===== src/hw/irq_flag_pkg.sv =====
/*
 * constants and carrier types for the interrupt flag output and timer gate block.
 * assumes a single 100 MHz clock and an ahb-lite master with word accesses.
 */
package irq_flag_pkg;
    // ------------------------------------------------------------
    // register byte offsets
    // ------------------------------------------------------------
    localparam logic [7:0] OFS_PRR = 8'h00;
    localparam logic [7:0] OFS_PER = 8'h04;
    localparam logic [7:0] OFS_IFL = 8'h08;
    localparam logic [7:0] OFS_MKL = 8'h0c;
    localparam logic [7:0] OFS_IFH = 8'h10;
    localparam logic [7:0] OFS_MKH = 8'h14;
    localparam logic [7:0] OFS_FE = 8'h18;
    localparam logic [7:0] OFS_FOCTL = 8'h1c;
    localparam logic [7:0] OFS_EVT_STAT = 8'h20;
    localparam logic [7:0] OFS_EVT_CLR = 8'h24;
    localparam logic [7:0] OFS_EVT_EN = 8'h28;
    localparam logic [7:0] OFS_OUT_CLR = 8'h2c;
    // ------------------------------------------------------------
    // field positions
    // ------------------------------------------------------------
    localparam int BIT_TMR_RESET = 0;
    localparam int BIT_TMR_CLOCK = 0;
    localparam int BIT_TMR_END = 5;
    localparam int BIT_FO = 0;
    localparam int BIT_CMP0_FE = 6;
    localparam int BIT_FO_EN = 2;
    localparam int BIT_FO_INV = 1;
    localparam int BIT_FO_MODE = 0;
    // event status bits
    localparam int EVT_TMR_END = 0;
    localparam int EVT_FO = 1;
    localparam int EVT_W = 2;
    // ------------------------------------------------------------
    // reset values
    // ------------------------------------------------------------
    localparam logic [7:0] RST_PRR = 8'h01;
    localparam logic [7:0] RST_PER = 8'h00;
    localparam logic [7:0] RST_IF = 8'h00;
    localparam logic [7:0] RST_MKL = 8'hff;
    localparam logic [7:0] RST_MKH = 8'hff;
    localparam logic [7:0] MKH_FIXED = 8'hfe;
    localparam logic [7:0] RST_FE = 8'h00;
    localparam logic [7:0] RST_FOCTL = 8'h00;
    localparam logic [7:0] FOCTL_MASK = 8'h07;
    localparam logic [15:0] TMR_PERIOD_RST = 16'hffff;
    // ------------------------------------------------------------
    // ahb-lite codes
    // ------------------------------------------------------------
    localparam logic [1:0] HTRANS_NONSEQ = 2'h2;
    localparam logic [2:0] HSIZE_WORD = 3'h2;

    typedef struct packed {
        logic [7:0] prr;
        logic [7:0] per;
        logic [7:0] ifl;
        logic [7:0] mkl;
        logic ifh;
        logic mkh;
        logic [7:0] fe;
        logic [2:0] foctl;
        logic [EVT_W-1:0] evt_stat;
        logic [EVT_W-1:0] evt_en;
        logic fo_latch;
    } regs_t;

    typedef struct packed {
        logic hsel;
        logic [31:0] haddr;
        logic [1:0] htrans;
        logic hwrite;
        logic [2:0] hsize;
        logic hready;
    } ahb_req_t;
endpackage


===== src/hw/irq_flag_output.sv =====
/*
 * interrupt flag, mask and flag-status output logic with timer reset and clock gate,
 * plus a free-running 16-bit timer whose wrap is the timer end event.
 * assumes one clock domain; comparator and other sources arrive as pulses on core_clk_i.
 */
// Contract
// - the timer is held reset while the timer reset bit is 1 and runs when it is 0.
// - the timer clock is stopped when the clock-supply bit is 0 and delivered when 1.
// - the timer end flag at bit 5 reads 1 once a request was generated, else 0.
// - software writes to a flag register can clear pending flags.
// - timer end mask bit 0 enables servicing, 1 disables it.
// - the flag-output flag at bit 0 reads 1 while pending, other bits read 0.
// - flag-output mask bit 0 enables servicing when 0, other mask bits read 1.
// - the flag-change enable register holds one enable bit for each of eight sources.
// - comparator 0 may change its flag only while its enable bit 6 is 1.
// - with output enable bit 2 set the flag status drives the flag output, else disabled.
// - output polarity bit 1 selects positive logic at 0 and inverted logic at 1.
// - with clear-mode 0 the output follows the request and software cannot clear it.
// - with clear-mode 1 the output stays set until software clears it.
`timescale 1ns/10ps
module irq_flag_output
    import irq_flag_pkg::*;
(
    input wire logic core_clk_i,
    input wire logic rstn_i,
    input wire logic hsel_i,
    input wire logic [31:0] haddr_i,
    input wire logic [1:0] htrans_i,
    input wire logic hwrite_i,
    input wire logic [2:0] hsize_i,
    input wire logic hready_i,
    input wire logic [31:0] hwdata_i,
    output logic [31:0] hrdata_o,
    output logic hreadyout_o,
    output logic hresp_o,
    input wire logic [7:0] src_req_i,
    output logic [7:0] srv_req_o,
    output logic timer_tick_o,
    output logic [15:0] timer_count_o,
    output logic flag_status_output_o,
    output logic flag_status_output_oe_n_o,
    output logic irq_o
);
    import irq_flag_pkg::*;

    // ------------------------------------------------------------
    // source pulses from logic on the same clock
    // ------------------------------------------------------------
    // src_req_i: 0 ad, 1 itv, 2 itv ch0, 3 itv ch1, 4 timer (ignored, internal),
    // 5 converter, 6 cmp0, 7 cmp1 -- same order as flag_change_enable
    logic [7:0] src_req;

    // ------------------------------------------------------------
    // bus address phase capture
    // ------------------------------------------------------------
    ahb_req_t req;
    logic wr_pend_r, wr_pend_nxt;
    logic [7:0] wr_addr_r, wr_addr_nxt;
    logic [31:0] rdata_r, rdata_nxt;
    logic take;
    logic rd_take;
    logic wr_take;
    logic wr_now;
    logic [7:0] wdat;

    always_comb
    begin
        req.hsel = hsel_i;
        req.haddr = haddr_i;
        req.htrans = htrans_i;
        req.hwrite = hwrite_i;
        req.hsize = hsize_i;
        req.hready = hready_i;
    end

    assign take = req.hsel && req.hready && req.htrans == HTRANS_NONSEQ;
    assign rd_take = take && !req.hwrite;
    assign wr_take = take && req.hwrite;
    assign wr_now = wr_pend_r;
    assign wdat = hwdata_i[7:0];

    // ------------------------------------------------------------
    // timer
    // ------------------------------------------------------------
    logic [15:0] tmr_r, tmr_nxt;
    logic tmr_hold;
    logic tmr_run;
    logic tmr_wrap;
    regs_t r, n;

    assign tmr_hold = r.prr[BIT_TMR_RESET];
    assign tmr_run = !tmr_hold && r.per[BIT_TMR_CLOCK];
    assign tmr_wrap = tmr_run && tmr_r == TMR_PERIOD_RST;

    always_comb
    begin
        tmr_nxt = tmr_r;
        if (tmr_hold)
        begin
            tmr_nxt = 16'h0000;
        end
        else if (tmr_run)
        begin
            tmr_nxt = tmr_r + 16'h0001;
        end
    end

    always_ff @(posedge core_clk_i or negedge rstn_i)
    begin
        if (!rstn_i)
        begin
            tmr_r <= 16'h0000;
        end
        else
        begin
            tmr_r <= tmr_nxt;
        end
    end

    // ------------------------------------------------------------
    // register state
    // ------------------------------------------------------------
    logic [7:0] set_l;
    logic set_h;
    logic fo_req;
    logic [EVT_W-1:0] evt_set;
    logic sw_out_clr;
    logic wr_prr;
    logic wr_per;
    logic wr_ifl;
    logic wr_mkl;
    logic wr_ifh;
    logic wr_mkh;
    logic wr_fe;
    logic wr_foctl;
    logic wr_evt_clr;
    logic wr_evt_en;
    logic wr_out_clr;

    // ------------------------------------------------------------
    // data phase write strobes
    // ------------------------------------------------------------
    assign wr_prr = wr_now && wr_addr_r == OFS_PRR;
    assign wr_per = wr_now && wr_addr_r == OFS_PER;
    assign wr_ifl = wr_now && wr_addr_r == OFS_IFL;
    assign wr_mkl = wr_now && wr_addr_r == OFS_MKL;
    assign wr_ifh = wr_now && wr_addr_r == OFS_IFH;
    assign wr_mkh = wr_now && wr_addr_r == OFS_MKH;
    assign wr_fe = wr_now && wr_addr_r == OFS_FE;
    assign wr_foctl = wr_now && wr_addr_r == OFS_FOCTL;
    assign wr_evt_clr = wr_now && wr_addr_r == OFS_EVT_CLR;
    assign wr_evt_en = wr_now && wr_addr_r == OFS_EVT_EN;
    assign wr_out_clr = wr_now && wr_addr_r == OFS_OUT_CLR;

    always_comb
    begin
        src_req = src_req_i;
        src_req[BIT_TMR_END - 1] = tmr_wrap;
    end

    // ------------------------------------------------------------
    // flag set sources
    // ------------------------------------------------------------
    always_comb
    begin
        // flag bits map: ad and others live elsewhere; irq_flags_2_low layout
        set_l = 8'h00;
        set_l[BIT_TMR_END] = tmr_wrap && r.fe[4];
        set_l[4] = src_req[3] && r.fe[3];
        set_l[3] = src_req[2] && r.fe[2];
        set_l[2] = src_req[5] && r.fe[5];
        set_l[1] = src_req[7] && r.fe[7];
        set_l[0] = src_req[BIT_CMP0_FE] && r.fe[BIT_CMP0_FE];
        // combined flag status: any enabled source request
        fo_req = |(src_req & r.fe);
        set_h = fo_req;
        sw_out_clr = wr_out_clr && wdat[BIT_FO];
        evt_set = '0;
        evt_set[EVT_TMR_END] = set_l[BIT_TMR_END];
        evt_set[EVT_FO] = set_h;
    end

    always_comb
    begin
        n = r;
        if (wr_prr)
        begin
            n.prr = wdat & 8'h01;
        end
        if (wr_per)
        begin
            n.per = wdat & 8'h01;
        end
        if (wr_ifl)
        begin
            n.ifl = r.ifl & wdat;
        end
        if (wr_mkl)
        begin
            n.mkl = wdat;
        end
        if (wr_ifh)
        begin
            n.ifh = r.ifh & wdat[BIT_FO];
        end
        if (wr_mkh)
        begin
            n.mkh = wdat[BIT_FO];
        end
        if (wr_fe)
        begin
            n.fe = wdat;
        end
        if (wr_foctl)
        begin
            n.foctl = wdat[2:0];
        end
        if (wr_evt_clr)
        begin
            n.evt_stat = r.evt_stat & ~wdat[EVT_W-1:0];
        end
        if (wr_evt_en)
        begin
            n.evt_en = wdat[EVT_W-1:0];
        end
        // set wins over clear; flags hold regardless of mask
        n.ifl = n.ifl | set_l;
        n.ifh = n.ifh | set_h;
        n.evt_stat = n.evt_stat | evt_set;
        // software clear mode latch
        if (sw_out_clr)
        begin
            n.fo_latch = 1'b0;
        end
        if (fo_req)
        begin
            n.fo_latch = 1'b1;
        end
    end

    always_ff @(posedge core_clk_i or negedge rstn_i)
    begin
        if (!rstn_i)
        begin
            r.prr <= RST_PRR;
            r.per <= RST_PER;
            r.ifl <= RST_IF;
            r.mkl <= RST_MKL;
            r.ifh <= 1'b0;
            r.mkh <= 1'b1;
            r.fe <= RST_FE;
            r.foctl <= 3'h0;
            r.evt_stat <= '0;
            r.evt_en <= '0;
            r.fo_latch <= 1'b0;
        end
        else
        begin
            r <= n;
        end
    end

    // ------------------------------------------------------------
    // service requests and interrupt line
    // ------------------------------------------------------------
    logic [7:0] srv_r, srv_nxt;
    logic irq_r, irq_nxt;

    always_comb
    begin
        srv_nxt = 8'h00;
        srv_nxt[BIT_TMR_END] = n.ifl[BIT_TMR_END] & ~n.mkl[BIT_TMR_END];
        srv_nxt[BIT_FO] = n.ifh & ~n.mkh;
        irq_nxt = |(n.evt_stat & n.evt_en);
    end

    always_ff @(posedge core_clk_i or negedge rstn_i)
    begin
        if (!rstn_i)
        begin
            srv_r <= 8'h00;
            irq_r <= 1'b0;
        end
        else
        begin
            srv_r <= srv_nxt;
            irq_r <= irq_nxt;
        end
    end

    // ------------------------------------------------------------
    // bus data phase
    // ------------------------------------------------------------
    always_comb
    begin
        wr_pend_nxt = wr_take;
        wr_addr_nxt = take ? req.haddr[7:0] : wr_addr_r;
        rdata_nxt = rdata_r;
        // next values, so a read right behind a write sees that write
        if (rd_take)
        begin
            unique case (req.haddr[7:0])
                OFS_PRR: rdata_nxt = {24'h0, n.prr};
                OFS_PER: rdata_nxt = {24'h0, n.per};
                OFS_IFL: rdata_nxt = {24'h0, n.ifl};
                OFS_MKL: rdata_nxt = {24'h0, n.mkl};
                OFS_IFH: rdata_nxt = {31'h0, n.ifh};
                OFS_MKH: rdata_nxt = {24'h0, MKH_FIXED | {7'h0, n.mkh}};
                OFS_FE: rdata_nxt = {24'h0, n.fe};
                OFS_FOCTL: rdata_nxt = {29'h0, n.foctl};
                OFS_EVT_STAT: rdata_nxt = {30'h0, n.evt_stat};
                OFS_EVT_EN: rdata_nxt = {30'h0, n.evt_en};
                default: rdata_nxt = 32'h0000_0000;
            endcase
        end
    end

    always_ff @(posedge core_clk_i or negedge rstn_i)
    begin
        if (!rstn_i)
        begin
            wr_pend_r <= 1'b0;
            wr_addr_r <= 8'h00;
            rdata_r <= 32'h0000_0000;
        end
        else
        begin
            wr_pend_r <= wr_pend_nxt;
            wr_addr_r <= wr_addr_nxt;
            rdata_r <= rdata_nxt;
        end
    end

    // ------------------------------------------------------------
    // flag-status output and interrupt
    // ------------------------------------------------------------
    logic fo_r, fo_nxt;
    logic fo_oen_r, fo_oen_nxt;
    logic fo_level;

    always_comb
    begin
        // hardware clear mode follows the request, software mode uses the latch
        fo_level = r.foctl[BIT_FO_MODE] ? n.fo_latch : fo_req;
        fo_nxt = r.foctl[BIT_FO_EN] ? (fo_level ^ r.foctl[BIT_FO_INV]) : 1'b0;
        fo_oen_nxt = !r.foctl[BIT_FO_EN];
    end

    always_ff @(posedge core_clk_i or negedge rstn_i)
    begin
        if (!rstn_i)
        begin
            fo_r <= 1'b0;
            fo_oen_r <= 1'b1;
        end
        else
        begin
            fo_r <= fo_nxt;
            fo_oen_r <= fo_oen_nxt;
        end
    end

    assign hrdata_o = rdata_r;
    assign hreadyout_o = 1'b1;
    assign hresp_o = 1'b0;
    assign srv_req_o = srv_r;
    assign timer_tick_o = tmr_wrap;
    assign timer_count_o = tmr_r;
    assign flag_status_output_o = fo_r;
    assign flag_status_output_oe_n_o = fo_oen_r;
    assign irq_o = irq_r;
endmodule // irq_flag_output


===== config.mk =====
export PLATFORM = sky130hd
export DESIGN_NAME = irq_flag_output
export DESIGN_NICKNAME = d
export VERILOG_FILES = /design/src/hw/irq_flag_pkg.sv /design/src/hw/irq_flag_output.sv
export SDC_FILE = /design/constraint.sdc
export NUM_CORES = 1
export LEC_CHECK = 0
export BUFFER_PORTS_ARGS = -buffer_cell sky130_fd_sc_hd__buf_2
export CAP_MARGIN = 20
export CELL_PAD_IN_SITES_DETAIL_PLACEMENT = 0
export CELL_PAD_IN_SITES_GLOBAL_PLACEMENT = 1
export CORE_MARGIN = 1
export CORE_UTILIZATION = 42
export CTS_CLUSTER_SIZE = 12
export DETAILED_ROUTE_END_ITERATION = 10
export PLACE_DENSITY_LB_ADDON = 0.1
export SLEW_MARGIN = 30
export SYNTH_ARGS = -nofsm -noshare
export SYNTH_HDL_FRONTEND = slang
export SYNTH_SLANG_ARGS = --single-unit

===== constraint.sdc =====
create_clock -name core_clk_i -period 7.1 [get_ports core_clk_i]
set_input_delay 1.42 -clock core_clk_i [delete_from_list [all_inputs] [get_ports core_clk_i]]
set_output_delay 1.42 -clock core_clk_i [all_outputs]
set_load 0.05 [all_outputs]

[Word level (Yosys, flattened, before mapping)]
Cells that the tools add are included.
Cells by class
  add/subtract/negate cells: 1
  equal/unequal tests: 21
  multiplexer cells: 17
  bitwise gates (word level): 14
  reductions and logical operators: 32
Operator list (number)
  $pmux 8 s10: 1
  $eq 8x5->1 const B: 8
  $eq 8x6->1 const B: 5
  $mux 8: 5
  $eq 8x4->1 const B: 4
  $mux 16: 2
  $logic_and 1x1->1: 24
  $add 16x1->16 const B: 1
  $and 8x8->8: 2
  $eq 16x16->1 const B: 1
  $eq 8x3->1 const B: 2
  $logic_not 8->1: 2
  $or 8x6->8: 1
  $reduce_or 8->1: 1
  $mux 1: 6
  $and 2x2->2: 2
  $mux 2: 2
  $and 1x1->1: 3
  $logic_not 1->1: 3
  $mux 3: 1
  $eq 2x2->1 const B: 1
  $not 1->1: 2
  $not 2->2: 1
  $or 2x2->2: 1
  4 further kinds: 4
Storage, ports and cells
  register bits after elaboration: 112
  input port bits: 82
  output and inout bits: 62

[Logic depth before layout (Yosys ltp)]
Gate-level depths: netlist of run 1.
  depth in word-level cells: 9
  gate-level depth with buffers: 8
  gate-level depth less buffers: 7

[Least setup slack after synthesis of run 1]
OpenSTA, ideal clock, no wires.
  path kind: register to output
  start: reg tmr_r[0] (netlist: timer_count_o[0])
  end: out timer_tick_o
  arrival time: 3138 ps
  slack: 2542 ps
  stages on the path, launching flop included: 6
  cell sequence: dfrtp_1 ha_1 inv_1 or4_1 buf_2 nor4_1
Between the ends
  cells in the longest elaborated chain, start to end: 2
Ends and longest elaborated chain
  start, declared: line irq_flag_output.sv:85  | logic [15:0] tmr_r, tmr_nxt;
  start signal, assigned: line irq_flag_output.sv:116  | tmr_r <= tmr_nxt;
  $eq 16x16->1: line irq_flag_output.sv:93  | assign tmr_wrap = tmr_run && tmr_r == TMR_PERIOD_RST;
  $logic_and 1x1->1: line irq_flag_output.sv:93
  end, declared: line irq_flag_output.sv:38  | output logic timer_tick_o,
Every way passes these cells.

[Worst setup path in the final report of run 1]
  start: reg tmr_r[1] (netlist: timer_count_o[1])
  end: out timer_tick_o
The elaborated chain is that of the path after synthesis.

==> results.sh, run 1 <==
export IMPL_numCtsBuffers=9
export IMPL_grt_busiest_layer="met2"
export IMPL_drive_above_1_share=0.276
export IMPL_outcome="complete, no violations"
export IMPL_async_flop_share=1.00
export IMPL_reg2regPathDepth=6
export IMPL_synth_edf_count=0
export IMPL_die_h_um=106
export IMPL_crit_path_start="timer_count_o[1]"
export IMPL_drc_errors=0
export IMPL_grt_first_pass_wirelength_um=18000
export IMPL_r2r_end="hrdata_o[1]"
export IMPL_synth_commonest_cells="dfrtp_1 (77), buf_4 (32), nand2_1 (32)"
export IMPL_powerDensity_mw_per_mm2=215
export IMPL_hold_path_class="flop to flop"
export IMPL_ant_nets=0
export IMPL_synth_seq_cells=88
export IMPL_final_setup_skew_ns=0.0114
export IMPL_hp_start="r[7]"
export IMPL_n_antenna_cell=0
export IMPL_synth_seq_area_share=0.491
export IMPL_fin_crit_sh=0.539
export IMPL_postSynthCellCount=422
export IMPL_finalSetupViolCount=0
export IMPL_worst_endpoint_arrival_ns=2.41
export IMPL_pre_cts_slack_ns=3.43
export IMPL_met1_usage=0.307
export IMPL_cp_data_required_time_ns=5.68
export IMPL_cts_sinks=88
export IMPL_initial_core_util=0.435
export IMPL_worstSkewPairLatency_ns=0.36
export IMPL_area_growth_pct=11.6
export IMPL_ir_worst_vdd_mv=0.0969
export IMPL_use_met3=0.0278
export IMPL_clk_pin_slew_worst_paths_ns=0.09
export IMPL_via_per_inst=5.40
export IMPL_dr_pass1_iters=4
export IMPL_hold_violations=0
export IMPL_r2r_start="wr_addr_r[7]"
export IMPL_layout_setup_ws_ns=3.27
export IMPL_min_period_ns=3.83
export IMPL_critical_path_max_fanout=8
export IMPL_synth_top_area_frac=0.427
export IMPL_start_kind="flop"
export IMPL_min_to="flag_status_output_oe_n_o"
export IMPL_cts_tree="done"
export IMPL_grt_max_degree=51
export IMPL_track_usage=0.214
export IMPL_root_buffer="clkbuf_8"
export IMPL_cts_buffer_depth=2
export IMPL_end_kind="output pin"
export IMPL_r2r_slack_ns=4.25
export IMPL_rsz0062_at_grt="no"
export IMPL_drv_slew=0
export IMPL_grt_ovfl_total=0
export IMPL_post_cts_buffers=0
export IMPL_dp_hpwl_um=8100
export IMPL_max_slew_margin=0.416
export IMPL_ys_top_cells_by_area="dfrtp_1 (43%), mux2_2 (6.7%), dfstp_2 (6.4%)"
export IMPL_critical_path_class="flop to output pin"
export IMPL_vias=3356
export IMPL_routed_wirelength_um=11100
export IMPL_holdPathStages=1
export IMPL_worst_pin_slew_ns=0.872
export IMPL_die_w_um=106
export IMPL_use_met2=0.333
export IMPL_max_freq_ghz=0.261
export IMPL_post_route_util=0.485
export IMPL_drt_iter0_drc=153
export IMPL_finalWeightedCongestion=0.800
export IMPL_cap_violations=0
export IMPL_leakagePower_uw=0.00231
export IMPL_grt_pass1_vias=3196
export IMPL_ctsResizeCount=0
export IMPL_boundaryPins=144
export IMPL_h_tree_depth=3
export IMPL_yosysWarnings=0
export IMPL_nets=563
export IMPL_die_area_mm2=0.0112
export IMPL_core_area_mm2=0.0104
export IMPL_yosys_area_top_type="dfrtp_1"
export IMPL_setup_tns_ns=0
export IMPL_ys_flop_type="dfrtp_1"
export IMPL_wl_per_cell_um=18.0
export IMPL_rows=37
export IMPL_antenna_found_initial=0
export IMPL_synth_cell_types=71
export IMPL_syn_area_per_cell_um2=10.7
export IMPL_holdBufCountCts=0
export IMPL_synth_area_mm2=0.00451
export IMPL_io_buffer_count=59
export IMPL_synth_most_common_cell="dfrtp_1"
## kinds of logic (layout without fill, tap and decap cells)
kind of cell / count (synthesis) / after routing / share of synthesized area
buffers and inverters: 60 / 93 / 0.0782
adder cells (fa/ha/maj): 1 / 1 / 0.00277
AO/OA/AOI/OAI: 70 / 70 / 0.111
AND/OR/NAND/NOR: 155 / 155 / 0.208
flip-flops: 88 / 88 / 0.491
other: 2 / 32 / 0.00167
multiplexers: 33 / 33 / 0.0819
XOR/XNOR: 13 / 13 / 0.0252
## power breakdown
part / internal, uW / switching [uW]
sequential: 523 / 31.9
combinational: 37.5 / 102
clock: 208 / 178
## per-layer routing
metal / vias up / share of wire / wire, um
met4: 0 / 0.0086 / 96
met2: 99 / 0.47 / 5190
met5: - / 0 / 0
li1: 1572 / - / -
met1: 1678 / 0.48 / 5390
met3: 7 / 0.042 / 473
## critical path, stage by stage, from the launching register on
cell	delay, ns
dfrtp_1	0.44
ha_1	0.22
inv_1	0.07
or4_1	0.69
nor4_1	0.32
buf_2	0.32
## worst max path at each step
stage                        end  slack [ns]  depth (start not counted)
floorplan           timer_tick_o        2.54                          5
global placement     hrdata_o[0]        3.41                          7
detailed placement   hrdata_o[0]        3.43                          7
CTS                 timer_tick_o        3.25                          5
global route        timer_tick_o        3.10                          5
finish              timer_tick_o        3.27                          5
## per-stage QoR
stage	total power [uW]	hold WS, ns	instance area [um2]	instances
2_1_floorplan	672	0.367	4620	452
3_3_place_gp	701	0.378	4810	605
3_5_place_dp	705	0.390	4810	605
4_1_cts	1090	0.402	5030	621
5_1_grt	1130	0.428	5030	621
6_report	1080	0.396	5030	621
## state kept, by name, summed over array words and instances, names as in the netlist
signal	count
r	50
timer_count_o	16
hrdata_o	8
wr_addr_r	8
srv_req_o	2
flag_status_output_o	1
flag_status_output_oe_n_o	1
irq_o	1
wr_now	1
## cells in the final DEF (no fill, tap or decap), drive strengths merged, types with 3 or more instances in the layout
master	netlist	routed
dfrtp	77	77
buf	39	61
nand2	32	32
conb	2	32
nor2	29	29
mux2	28	28
a21oi	18	18
inv	16	17
nand3	15	15
o21ai	14	14
nor2b	13	13
nand4	11	11
dfstp	11	11
clkbuf	5	11
xor2	10	10
nor3	6	6
and2	6	6
mux2i	5	5
or3	5	5
nor4	5	5
a221oi	5	5
nor4b	5	5
or4b	4	4
and3	3	3
or4	3	3
nand4b	3	3
a22o	3	3
or2	3	3
xnor2	3	3
nand2b	3	3
o211ai	3	3
a2111oi	3	3
## layout make-up
type	instances	area, um2
clock inverters	5	78.8
repair buffers	61	313
inverters	16	60.1
clock buffers	11	141
flip-flops and latches	88	2220
well taps	136	170
fillers	994	5340
multi-input cells	304	2050
Note: power is estimated with default switching activity, not from simulation.
==> run 2, diff against run 1 <==
--- a/config.mk
+++ b/config.mk
@@ -5,12 +5,13 @@
 export SDC_FILE = /design/constraint.sdc
 export NUM_CORES = 1
 export LEC_CHECK = 0
+export ABC_AREA = 1
 export BUFFER_PORTS_ARGS = -buffer_cell sky130_fd_sc_hd__buf_2
 export CAP_MARGIN = 20
 export CELL_PAD_IN_SITES_DETAIL_PLACEMENT = 0
 export CELL_PAD_IN_SITES_GLOBAL_PLACEMENT = 1
 export CORE_MARGIN = 1
-export CORE_UTILIZATION = 42
+export CORE_UTILIZATION = 33
 export CTS_CLUSTER_SIZE = 12
 export DETAILED_ROUTE_END_ITERATION = 10
 export PLACE_DENSITY_LB_ADDON = 0.1
==> constraint.sdc (replaced) <==
create_clock -name core_clk_i -period 3.2 [get_ports core_clk_i]
set_input_delay 0.64 -clock core_clk_i [delete_from_list [all_inputs] [get_ports core_clk_i]]
set_output_delay 0.64 -clock core_clk_i [all_outputs]
set_load 0.05 [all_outputs]
==> results.sh, run 2 <==
export IMPL_outcome="complete, no violations"
export IMPL_holdWs_ns=0.275
export IMPL_end_kind="output pin"
export IMPL_r2r_start="wr_addr_r[7]"
export IMPL_cap_violations=0
export IMPL_syn_area_per_cell_um2=7.83
export IMPL_hold_violations=0
export IMPL_routed_wirelength_um=11200
export IMPL_numCtsBuffers=9
export IMPL_boundaryPins=144
export IMPL_worstSkewPairLatency_ns=0.35
export IMPL_synth_cell_types=38
export IMPL_critPathTopFamily="simple AND/OR/NAND/NOR gates"
export IMPL_finalWeightedCongestion=0.778
export IMPL_holdBufCountCts=0
export IMPL_nFillCells=1390
export IMPL_crit_buf_inv=1
export IMPL_drv_slew=0
export IMPL_clk_pin_slew_worst_paths_ns=0.06
export IMPL_crit_slowest_cell="dfrtp_1"
export IMPL_critical_path_max_fanout=5
export IMPL_cts_buffer_depth=2
export IMPL_synth_seq_cells=88
export IMPL_crit_end="timer_tick_o"
export IMPL_async_flop_share=1.00
export IMPL_drive_above_1_share=0.164
export IMPL_r2r_slack_ns=1.04
export IMPL_final_common_cell="nand2_1"
export IMPL_reg2regPathDepth=10
export IMPL_leakagePower_uw=0.00269
export IMPL_n_antenna_cell=0
export IMPL_max_stage_delay_ns=0.42
export IMPL_finalSetupViolCount=0
export IMPL_dp_hpwl_um=8420
export IMPL_design_area_mm2=0.00518
export IMPL_area_growth_pct=15.9
export IMPL_r2r_end="hrdata_o[5]"
export IMPL_ys_top_cells_by_area="dfrtp_1 (43%), nand2_1 (14%), dfstp_2 (6.5%)"
export IMPL_ys_flop_type="dfrtp_1"
export IMPL_start_kind="flop"
export IMPL_grt_first_pass_wirelength_um=18400
export IMPL_root_buffer="clkbuf_16"
export IMPL_nets=719
export IMPL_powerDensity_mw_per_mm2=515
export IMPL_grt_ovfl_total=0
export IMPL_die_w_um=118
export IMPL_via_per_inst=4.53
export IMPL_ant_nets=0
export IMPL_ctsResizeCount=0
export IMPL_ir_worst_vdd_mv=0.216
export IMPL_largest_reg_flops=50
export IMPL_cts_tree="done"
export IMPL_synth_top_area_frac=0.431
export IMPL_synth_edf_count=0
export IMPL_yosys_area_top_type="dfrtp_1"
export IMPL_setup_tns_ns=0
export IMPL_path_cells="ha_1 > nand3_1 > nor2_1 > nor4b_2 > buf_2"
export IMPL_rows=42
export IMPL_synth_commonest_cells="nand2_1 (163), dfrtp_1 (77), inv_1 (64), nor2_1 (64), nand3_1 (50)"
export IMPL_post_cts_buffers=0
export IMPL_yosysWarnings=0
export IMPL_cp_data_required_time_ns=2.56
export IMPL_synth_area_mm2=0.00447
export IMPL_critical_path_class="flop to output pin"
export IMPL_layout_cells_most_common_list="nand2_1 (163), dfrtp_1 (77), inv_1 (64), nor2_1 (64), buf_2 (58)"
export IMPL_io_buffer_count=59
export IMPL_wl_per_cell_um=13.7
export IMPL_fin_crit_sh=0.802
export IMPL_drt_iter0_drc=156
export IMPL_layoutNonFillerInstCount=817
export IMPL_place_inst=801
export IMPL_rsz0062_at_grt="no"
export IMPL_antenna_found_initial=0
export IMPL_initial_core_util=0.337
export IMPL_final_setup_skew_ns=0.00641
export IMPL_die_area_mm2=0.0140
export IMPL_cp_depth=5
export IMPL_grt_max_degree=53
export IMPL_max_slew_margin=0.524
export IMPL_largest_register="r"
export IMPL_grt_pass1_vias=3599
export IMPL_worst_pin_slew_ns=0.711
export IMPL_synth_seq_area_share=0.496
export IMPL_die_h_um=118
export IMPL_postSynthCellCount=570
export IMPL_drc_errors=0
export IMPL_place_area_mm2=0.00486
export IMPL_h_tree_depth=3
export IMPL_max_freq_ghz=0.390
export IMPL_vias=3700
export IMPL_track_usage=0.173
export IMPL_post_route_util=0.391
export IMPL_min_period_ns=2.57
export IMPL_hold_path_class="input pin to asynchronous set/reset pin"
export IMPL_core_area_mm2=0.0132
export IMPL_synth_most_common_cell="nand2_1"
export IMPL_dr_pass1_iters=4
export IMPL_crit_path_start="timer_count_o[0]"
export IMPL_cts_sinks=88
export IMPL_worst_endpoint_arrival_ns=1.93
[run 2: cell count changes after synthesis, sizes merged, moves of 8 or more]
cell / change
xor2: -10
nand4: -8
mux2: -28
nand3: +37
o21ai: +22
nor2: +39
nor2b: -13
inv: +50
nand2: +135
[run 2: kinds of logic after synthesis]
logic type	after synthesis	share of synthesized area
compound gates	65	0.0815
fa+ha+maj	1	0.00280
buf+inv	105	0.121
flops	88	0.496
other cells	2	0.00168
simple gates	309	0.297
[run 2: worst min path at each step]
stage	endpoint	slack (ns)	cells past startpoint
floorplan	flag_status_output_o	0.34	0
global placement	flag_status_output_oe_n_o	0.39	1
detailed placement	flag_status_output_oe_n_o	0.40	1
CTS	srv_req_o[0]	0.29	1
global route	r[2]	0.30	1
finish	flag_status_output_o	0.28	1
[run 2: cell type report]
type / count / area [um2] / share of cell area
tap: 176 / 220 / 0.0425
clock inverter: 2 / 35.0 / 0.00677
clock buffer: 14 / 284 / 0.0549
inverter: 67 / 253 / 0.0488
timing repair buffer: 63 / 340 / 0.0657
multi-input combinational: 407 / 1830 / 0.353
sequential: 88 / 2220 / 0.428
[run 2: metal layers]
metal  wire length [um]  vias to the layer above  track usage
met1               5430                     1726        0.230
met3                440                       17       0.0309
met4                231                        0       0.0785
met5                  0                        -            0
met2               5070                       84        0.274
li1                   -                     1873            -
[run 2: per-stage QoR]
| stage | setup slack (ns) | total power (uW) |
|---|---|---|
| after detailed placement | 0.841 | 1570 |
| final | 0.633 | 2670 |
| after floorplan | 0.348 | 1490 |
| after global routing | 0.477 | 2780 |
| after global placement | 0.828 | 1570 |
| after CTS | 0.624 | 2700 |
[run 2: where the power goes]
part / switching, uW / leakage [uW] / internal [uW]
clock: 427 / 0.000159 / 689
sequential: 36.0 / 0.00108 / 1160
combinational: 276 / 0.00146 / 72.6
